[config.mk]
export PLATFORM = sky130hd
export DESIGN_NAME = pis_entry_check
export DESIGN_NICKNAME = d
export VERILOG_FILES = /design/src/rtl/pis_pkg.sv /design/src/rtl/pis_chk_if.sv /design/src/rtl/pis_src_check.sv /design/src/rtl/pis_entry_check.sv
export SDC_FILE = /design/constraint.sdc
export NUM_CORES = 1
export LEC_CHECK = 0
export BUFFER_PORTS_ARGS = -buffer_cell sky130_fd_sc_hd__buf_2
export CAP_MARGIN = 20
export CORE_ASPECT_RATIO = 0.75
export CORE_MARGIN = 1
export CORE_UTILIZATION = 25
export DETAILED_ROUTE_END_ITERATION = 16
export GPL_ROUTABILITY_DRIVEN = 1
export PLACE_DENSITY = 0.41
export SYNTH_ARGS = -nofsm -noshare
export SYNTH_HDL_FRONTEND = slang
export SYNTH_SLANG_ARGS = --single-unit
export TNS_END_PERCENT = 5
[constraint.sdc]
create_clock -name MCLK -period 3.3 [get_ports MCLK]
set_input_delay 0.165 -clock MCLK [delete_from_list [all_inputs] [get_ports MCLK]]
set_output_delay 0.165 -clock MCLK [all_outputs]
set_load 0.03 [all_outputs]
[src/rtl/pis_pkg.sv]
// Constants for the posted interrupt entry source check block.
// Assumes a single 100 MHz clock and a plain strobe register port.
package pis_pkg;
  // Register bus widths and byte offsets.
  localparam int ADDR_W = 8;
  localparam int DATA_W = 32;
  localparam logic [7:0] OFS_ENTRY0 = 8'h00;
  localparam logic [7:0] OFS_ENTRY1 = 8'h04;
  localparam logic [7:0] OFS_ENTRY2 = 8'h08;
  localparam logic [7:0] OFS_ENTRY3 = 8'h0C;
  localparam logic [7:0] OFS_HAW = 8'h10;
  localparam logic [7:0] OFS_STATUS = 8'h14;
  localparam logic [7:0] OFS_MASK = 8'h18;
  localparam logic [7:0] OFS_LAST = 8'h1C;
  // Entry field positions.
  localparam int ENTRY_W = 128;
  localparam int PRESENT_BIT = 0;
  localparam int FPD_BIT = 1;
  localparam int RSV_LO_LSB = 24;
  localparam int RSV_LO_MSB = 37;
  localparam int ADDR_LO_LSB = 38;
  localparam int ADDR_LO_MSB = 63;
  localparam int SID_LSB = 64;
  localparam int SID_MSB = 79;
  localparam int SQ_LSB = 80;
  localparam int SQ_MSB = 81;
  localparam int SVT_LSB = 82;
  localparam int SVT_MSB = 83;
  localparam int RSV_HI_LSB = 84;
  localparam int RSV_HI_MSB = 95;
  localparam int ADDR_HI_LSB = 96;
  localparam int ADDR_HI_MSB = 127;
  localparam int DESC_W = 64;
  localparam int ALIGN_BITS = 6;
  localparam int HAW_W = 7;
  localparam logic [6:0] HAW_RST = 7'h40;
  // Source check encodings.
  localparam logic [1:0] SVT_NONE = 2'h0;
  localparam logic [1:0] SVT_ID = 2'h1;
  localparam logic [1:0] SVT_BUS = 2'h2;
  localparam logic [1:0] SQ_ALL = 2'h0;
  localparam logic [1:0] SQ_NO_B2 = 2'h1;
  localparam logic [1:0] SQ_NO_B12 = 2'h2;
  localparam logic [15:0] RID_MASK_ALL = 16'hFFFF;
  localparam logic [15:0] RID_MASK_NO_B2 = 16'hFFFB;
  localparam logic [15:0] RID_MASK_NO_B12 = 16'hFFF9;
  // Status, mask and last-result layout.
  localparam int STAT_W = 3;
  localparam int ST_ACCEPT = 0;
  localparam int ST_BLOCK = 1;
  localparam int ST_FAULT = 2;
  localparam int LAST_RES_LSB = 16;
endpackage

[src/rtl/pis_chk_if.sv]
// Carrier between the entry check top and its source comparator.
// Assumes both ends sit in the same clock domain; it is purely wires.
`timescale 1ns/100ps
interface pis_chk_if;
  logic [15:0] source_identifier; // Source identifier field of the entry.
  logic [1:0] sq; // Qualifier field.
  logic [1:0] source_check_type; // Check type field.
  logic [15:0] rid; // Requester id of the incoming request.
  logic pass; // High when the request passes the selected check.
  logic fmt_bad; // High when a reserved check type, or a reserved qualifier under an id check, is programmed.
  modport top (output source_identifier, output sq, output source_check_type, output rid, input pass, input fmt_bad);
  modport chk (input source_identifier, input sq, input source_check_type, input rid, output pass, output fmt_bad);
endinterface

[src/rtl/pis_src_check.sv]
// Requester id comparator for one remap table entry.
// Assumes the caller only trusts its answer while the entry is present.
`timescale 1ns/100ps
module pis_src_check
  import pis_pkg::*;
(
  pis_chk_if.chk chk
);
  logic [15:0] id_mask; // Bits of the id that take part in the compare.
  logic id_hit; // Masked identifier equality.
  logic sq_bad; // Qualifier holds an encoding with no defined meaning.
  logic bus_hit; // Bus number lies inside the start..end window.

  // Qualifier picks which id bits count; phantom functions hide low bits.
  always_comb begin
    id_mask = RID_MASK_ALL;
    sq_bad = 1'b0;
    unique case (chk.sq)
      SQ_ALL: id_mask = RID_MASK_ALL;
      SQ_NO_B2: id_mask = RID_MASK_NO_B2;
      SQ_NO_B12: id_mask = RID_MASK_NO_B12;
      default: sq_bad = 1'b1;
    endcase
  end

  // Compare under the mask, and the bus range with both ends included.
  always_comb begin
    id_hit = ((chk.rid ^ chk.source_identifier) & id_mask) == 16'h0000;
    bus_hit = (chk.rid[15:8] >= chk.source_identifier[15:8]) && (chk.rid[15:8] <= chk.source_identifier[7:0]);
  end

  // The check type selects the verdict; the qualifier only counts for id checks.
  always_comb begin
    chk.pass = 1'b0;
    chk.fmt_bad = 1'b0;
    unique case (chk.source_check_type)
      SVT_NONE: chk.pass = 1'b1;
      SVT_ID: begin
        chk.pass = id_hit && !sq_bad;
        chk.fmt_bad = sq_bad;
      end
      SVT_BUS: chk.pass = bus_hit;
      default: chk.fmt_bad = 1'b1;
    endcase
  end
endmodule

[src/rtl/pis_entry_check.sv]
// Posted interrupt entry check: holds one remap table entry, builds the
// descriptor address and screens each request's requester id.
// Assumes requests and register strobes are synchronous to MCLK.
`timescale 1ns/100ps
module pis_entry_check
  import pis_pkg::*;
(
  input wire logic MCLK,
  input wire logic SYS_RST,
  input wire logic [ADDR_W-1:0] BUS_ADDR,
  input wire logic [DATA_W-1:0] BUS_WDATA,
  input wire logic BUS_WR,
  input wire logic BUS_RD,
  output logic [DATA_W-1:0] BUS_RDATA,
  input wire logic REQ_VALID,
  input wire logic [15:0] REQ_RID,
  output logic RESP_VALID,
  output logic RESP_ACCEPT,
  output logic RESP_BLOCK,
  output logic RESP_FAULT,
  output logic [DESC_W-1:0] RESP_DESC_ADDR,
  output logic IRQ
);
  // Entry storage, four words, least significant word first.
  logic [DATA_W-1:0] entry_word [4];
  logic [DATA_W-1:0] next_entry_word [4];
  // Host address width, in bits.
  logic [HAW_W-1:0] host_address_width;
  logic [HAW_W-1:0] next_haw;
  // Sticky event flags and their interrupt mask.
  logic [STAT_W-1:0] status;
  logic [STAT_W-1:0] next_status;
  logic [STAT_W-1:0] mask;
  logic [STAT_W-1:0] next_mask;
  // Last screened request, for software to inspect.
  logic [15:0] last_rid;
  logic [15:0] next_last_rid;
  logic [STAT_W-1:0] last_res;
  logic [STAT_W-1:0] next_last_res;
  // Registered outputs and their next values.
  logic [DATA_W-1:0] next_rdata;
  logic next_resp_valid;
  logic next_resp_accept;
  logic next_resp_block;
  logic next_resp_fault;
  logic [DESC_W-1:0] next_desc;
  logic next_irq;

  // Decoded entry view.
  logic [ENTRY_W-1:0] entry;
  logic present;
  logic fault_report_disable;
  logic rsv_bad;
  logic [DESC_W-1:0] haw_mask;
  logic [DESC_W-1:0] desc_addr;
  logic [STAT_W-1:0] ev;
  logic [STAT_W-1:0] clr;

  pis_chk_if chk_bus ();

  // The comparator sees the identifier fields and the request id.
  pis_src_check u_check (
    .chk(chk_bus.chk)
  );

  // Flatten the entry and pull out its fields.
  always_comb begin
    entry = {entry_word[3], entry_word[2], entry_word[1], entry_word[0]};
    present = entry[PRESENT_BIT];
    // Fault reporting disable is read whatever the present flag says.
    fault_report_disable = entry[FPD_BIT];
    // Reserved bits only count while the entry is present.
    rsv_bad = present && ((|entry[RSV_HI_MSB:RSV_HI_LSB]) ||
                          (|entry[RSV_LO_MSB:RSV_LO_LSB]));
  end

  // Drive the comparator. Fields are zeroed when absent so no stale value leaks.
  always_comb begin
    chk_bus.source_identifier = present ? entry[SID_MSB:SID_LSB] : 16'h0000;
    chk_bus.sq = present ? entry[SQ_MSB:SQ_LSB] : 2'h0;
    chk_bus.source_check_type = present ? entry[SVT_MSB:SVT_LSB] : 2'h0;
    chk_bus.rid = REQ_RID;
  end

  // Bits at or above the host address width are treated as zero.
  always_comb begin
    haw_mask = '0;
    for (int i = 0; i < DESC_W; i++) begin
      haw_mask[i] = (i < int'(host_address_width));
    end
  end

  // Descriptor address: high word, low field, and a 64-byte aligned bottom.
  // The address is only built from a present entry.
  always_comb begin
    desc_addr = '0;
    if (present) begin
      desc_addr = {entry[ADDR_HI_MSB:ADDR_HI_LSB],
                   entry[ADDR_LO_MSB:ADDR_LO_LSB],
                   {ALIGN_BITS{1'b0}}} & haw_mask;
    end
  end

  // Request screening. One verdict per request, answered the next cycle.
  always_comb begin
    next_resp_valid = REQ_VALID;
    next_resp_accept = 1'b0;
    next_resp_block = 1'b0;
    next_resp_fault = 1'b0;
    next_desc = RESP_DESC_ADDR;
    if (REQ_VALID) begin
      next_desc = '0;
      if (!present) begin
        // An absent entry blocks everything.
        next_resp_block = 1'b1;
        next_resp_fault = !fault_report_disable;
      end else if (rsv_bad || chk_bus.fmt_bad || !chk_bus.pass) begin
        // Bad programming or a failed source check blocks the request.
        next_resp_block = 1'b1;
        next_resp_fault = !fault_report_disable;
      end else begin
        next_resp_accept = 1'b1;
        next_desc = desc_addr;
      end
    end
  end

  always_ff @(posedge MCLK) begin
    if (SYS_RST) begin
      RESP_VALID <= 1'b0;
      RESP_ACCEPT <= 1'b0;
      RESP_BLOCK <= 1'b0;
      RESP_FAULT <= 1'b0;
      RESP_DESC_ADDR <= '0;
    end else begin
      RESP_VALID <= next_resp_valid;
      RESP_ACCEPT <= next_resp_accept;
      RESP_BLOCK <= next_resp_block;
      RESP_FAULT <= next_resp_fault;
      RESP_DESC_ADDR <= next_desc;
    end
  end

  // Register writes. The entry, width and mask are plain storage.
  always_comb begin
    for (int w = 0; w < 4; w++) begin
      next_entry_word[w] = entry_word[w];
    end
    next_haw = host_address_width;
    next_mask = mask;
    clr = '0;
    if (BUS_WR) begin
      unique case (BUS_ADDR)
        OFS_ENTRY0: next_entry_word[0] = BUS_WDATA;
        OFS_ENTRY1: next_entry_word[1] = BUS_WDATA;
        OFS_ENTRY2: next_entry_word[2] = BUS_WDATA;
        OFS_ENTRY3: next_entry_word[3] = BUS_WDATA;
        OFS_HAW: next_haw = BUS_WDATA[HAW_W-1:0];
        OFS_STATUS: clr = BUS_WDATA[STAT_W-1:0];
        OFS_MASK: next_mask = BUS_WDATA[STAT_W-1:0];
        default: ; // Writes elsewhere are dropped.
      endcase
    end
  end

  // Sticky flags: a new event in the same cycle as its clear survives,
  // because the set is applied after the clear.
  always_comb begin
    ev = {next_resp_fault, next_resp_block, next_resp_accept};
    next_status = (status & ~clr) | ev;
    next_irq = |(next_status & next_mask);
    next_last_rid = REQ_VALID ? REQ_RID : last_rid;
    next_last_res = REQ_VALID ? ev : last_res;
  end

  always_ff @(posedge MCLK) begin
    if (SYS_RST) begin
      for (int w = 0; w < 4; w++) begin
        entry_word[w] <= '0;
      end
      host_address_width <= HAW_RST;
      mask <= '0;
      status <= '0;
      IRQ <= 1'b0;
      last_rid <= '0;
      last_res <= '0;
    end else begin
      for (int w = 0; w < 4; w++) begin
        entry_word[w] <= next_entry_word[w];
      end
      host_address_width <= next_haw;
      mask <= next_mask;
      status <= next_status;
      IRQ <= next_irq;
      last_rid <= next_last_rid;
      last_res <= next_last_res;
    end
  end

  // Read data stand only in the cycle after the strobe; unmapped reads zero.
  always_comb begin
    next_rdata = '0;
    if (BUS_RD) begin
      unique case (BUS_ADDR)
        OFS_ENTRY0: next_rdata = entry_word[0];
        OFS_ENTRY1: next_rdata = entry_word[1];
        OFS_ENTRY2: next_rdata = entry_word[2];
        OFS_ENTRY3: next_rdata = entry_word[3];
        OFS_HAW: next_rdata[HAW_W-1:0] = host_address_width;
        OFS_STATUS: next_rdata[STAT_W-1:0] = status;
        OFS_MASK: next_rdata[STAT_W-1:0] = mask;
        OFS_LAST: next_rdata = {{(DATA_W-LAST_RES_LSB-STAT_W){1'b0}}, last_res, last_rid};
        default: next_rdata = '0;
      endcase
    end
  end

  always_ff @(posedge MCLK) begin
    if (SYS_RST) begin
      BUS_RDATA <= '0;
    end else begin
      BUS_RDATA <= next_rdata;
    end
  end
endmodule

==> impl_metrics.toml <==
[floorplanning]
die_x_um = 241.5
ios = 162
core_area_um2 = 42210
start_util_pct = 25.49
num_rows = 65
die_area_um2 = 43880
die_h_um = 181.7

[place]
dp_cells = 1989
portBuffers = 155
dpl.hpwl_um = 30950
place_ws_ps = 279.5
placed_cell_area_um2 = 12090
gp_congestion = 0.8315

[timing]
max_freq_ghz = 0.3519
whs_ps = 31.68
skew_ps = 9.008
finalHoldViolCount = 0
tightest_slew_ps = 832.1
final-setup-viol-count = 0
setup_tns_ps = 0
period_share_pct = 86.12
max_slew_margin_pct = 44.53
slew_violations = 0
fin_ws_ps = 458.1
fin_crit_ps = 2842
rsz0062_at_grt = "false"

[global_route]
antenna_found_initial = 1
grtUsageTotal_pct = 19.10
grt_max_degree = 71
gr-total-overflow = 0
grt_pass1_wl_um = 64060
grt_pass1_vias = 9884

[clock_network]
root_buffer = "clkbuf_16"
cts_max_level = 1
numCtsBuffers = 29
clockBufferDepth = 3
postCtsSetupBuffers = 0
clk_pin_slew_ps = 60
clock_sinks = 255
clock_latency_ps = 560
cts_tree = "yes"

[logic_synthesis]
ys_async_sr_fraction_pct = 0
synth_cell_types = 60
yosys_most_used_dff = "dfxtp_1"
yosys_register_bits = 255
postSynthCellCount = 1332
synth_edf_count = 0
ys_seq_area_share_pct = 47.45
synth_warnings = 0
syn_avg_cell_area_um2 = 8.077
syn_area_um2 = 10760

[setup_path]
path_class = "reg -> reg"
required_ps = 3760
cp_max_fo = 32
critPathCaptureType = "flop"
arrival_ps = 3310
cp-start-kind = "flop"

[routing]
dr.pass1.iters = 5
drt-vias-per-instance = 4.855
drc_errors = 0
drt-met1-wl_um = 20460
routed_wl_um = 42370
drt_iter0_drc = 808
num_vias = 10160
top_layer_used = "met4"
post_drt_wl_per_cell_um = 20.25
antenna_left = 0
met2_length_um = 18640
met3WireLength_um = 2445

[pwr]
p_per_area_nw_per_um2 = 495.0
finalPower_mw = 6.715
leakage_nw = 4.930
vdd.ir_drop.worst_v = 0.0003459

[final_layout]
finalInstanceArea_um2 = 13570
instances_no_fill = 2092
layout_common_cells = "nand2_1 (402), dfxtp_1 (254), a21oi_1 (162)"
drive_gt1_share_pct = 17.15
utilization_pct = 32.14
final_nets = 1583
nFillCells = 4482
final_common_cell = "nand2_1"
area_delta_synth_final_pct = 26.08

[run_status]
status = "completed"

[run]
cap_violations = 0

[worst_hold_path]
hold_path.class = "in -> reg"
sequential cells by signal, indices dropped and copies added (netlist names):
name                flops
BUS_RDATA              32
IRQ                     1
RESP_ACCEPT             1
RESP_BLOCK              1
RESP_DESC_ADDR         58
RESP_FAULT              1
RESP_VALID              1
entry_word            128
host_address_width      7
last_res                3
last_rid               16
mask                    3
status                  3
synthesized netlist by cell type, drive strengths merged, types with 2 or more instances:
cell / number / area share, %
nor3: 6 / 0.53
inv: 8 / 0.28
a31o: 2 / 0.16
xor2: 2 / 0.16
o2111ai: 2 / 0.16
mux2i: 30 / 2.8
nand2: 402 / 14
a31oi: 7 / 0.41
nor2: 40 / 1.4
buf: 41 / 2.3
a21o: 4 / 0.28
nand4b: 2 / 0.16
nand2b: 5 / 0.29
a21oi: 162 / 7.5
o211ai: 15 / 1.0
o31ai: 24 / 1.7
nor4: 5 / 0.29
o21ai: 85 / 4.0
xnor2: 3 / 0.24
nand3: 15 / 0.74
a221oi: 3 / 0.24
or2: 2 / 0.12
dfxtp: 255 / 47
clkbuf: 67 / 2.3
nand4: 4 / 0.23
a211o: 4 / 0.33
nor2b: 9 / 0.52
and3: 10 / 0.58
a211oi: 5 / 0.35
ha: 22 / 2.6
and2: 11 / 0.64
mux2: 2 / 0.21
a22oi: 55 / 3.8
a222oi: 2 / 0.19
or3: 4 / 0.28
path summary, 6_finish.rpt:
kind / from / endpoint / slack (ps) / depth (start not counted)
min reg2reg: RESP_DESC_ADDR[12] / RESP_DESC_ADDR[12] / 450 / 2
min: SYS_RST / last_rid[8] / 30 / 2
max: entry_word[0][0] / RESP_DESC_ADDR[62] / 460 / 11
max reg2reg: entry_word[0][0] / RESP_DESC_ADDR[62] / 460 / 11
cells by family (layout without fill, tap and decap cells):
group / count (synthesis) / count (layout) / synth area share, %
mux: 33 / 33 / 3.210
simple gates: 521 / 521 / 20.41
xor+xnor: 5 / 5 / 0.4071
compound gates: 379 / 379 / 21.00
fa+ha+maj: 22 / 22 / 2.558
flops: 255 / 255 / 47.45
other cells: 1 / 7 / 0.03485
buf+inv: 116 / 301 / 4.931
power breakdown:
group	switching [mW]	leakage (nW)	internal, mW
logic	0.200	2.39	0.116
registers	0.0156	2.06	3.10
clock network	1.34	0.484	1.95
metal layers:
| metal | global-route usage (%) | vias up |
|---|---|---|
| li1 | - | 4936 |
| met1 | 27.42 | 4861 |
| met2 | 29.54 | 311 |
| met3 | 3.355 | 49 |
| met4 | 4.331 | 0 |
| met5 | 0 | - |
area by class of cell:
| type | instances | area [um^2] | area share [%] |
|---|---|---|---|
| multi-input combinational | 966 | 5154 | 37.99 |
| sequential | 255 | 5106 | 37.64 |
| timing repair buffer | 240 | 1587 | 11.70 |
| clock buffer | 41 | 850.8 | 6.272 |
| tap | 569 | 711.9 | 5.248 |
| clock inverter | 12 | 123.9 | 0.9131 |
| inverter | 8 | 30.03 | 0.2214 |
| antenna | 1 | 2.502 | 0.01845 |
critical path, cell delays in order, from the launching register on:
cell and delay (ps):
dfxtp_2 480, buf_4 190, nand2_1 50, ha_1 310, nand2_1 80, nor2_1 40
a211oi_1 270, a211oi_1 120, a211oi_1 420, nand3_2 290, buf_12 250, o31ai_1 220
repair_timing:
item / CTS / global route
resized for setup: 0 / 1
endpoints found under the setup margin: 0 / 16
hold endpoints to repair: 150 / 0
hold buffers: 48 / 0
(Power assumes the default switching activity.)
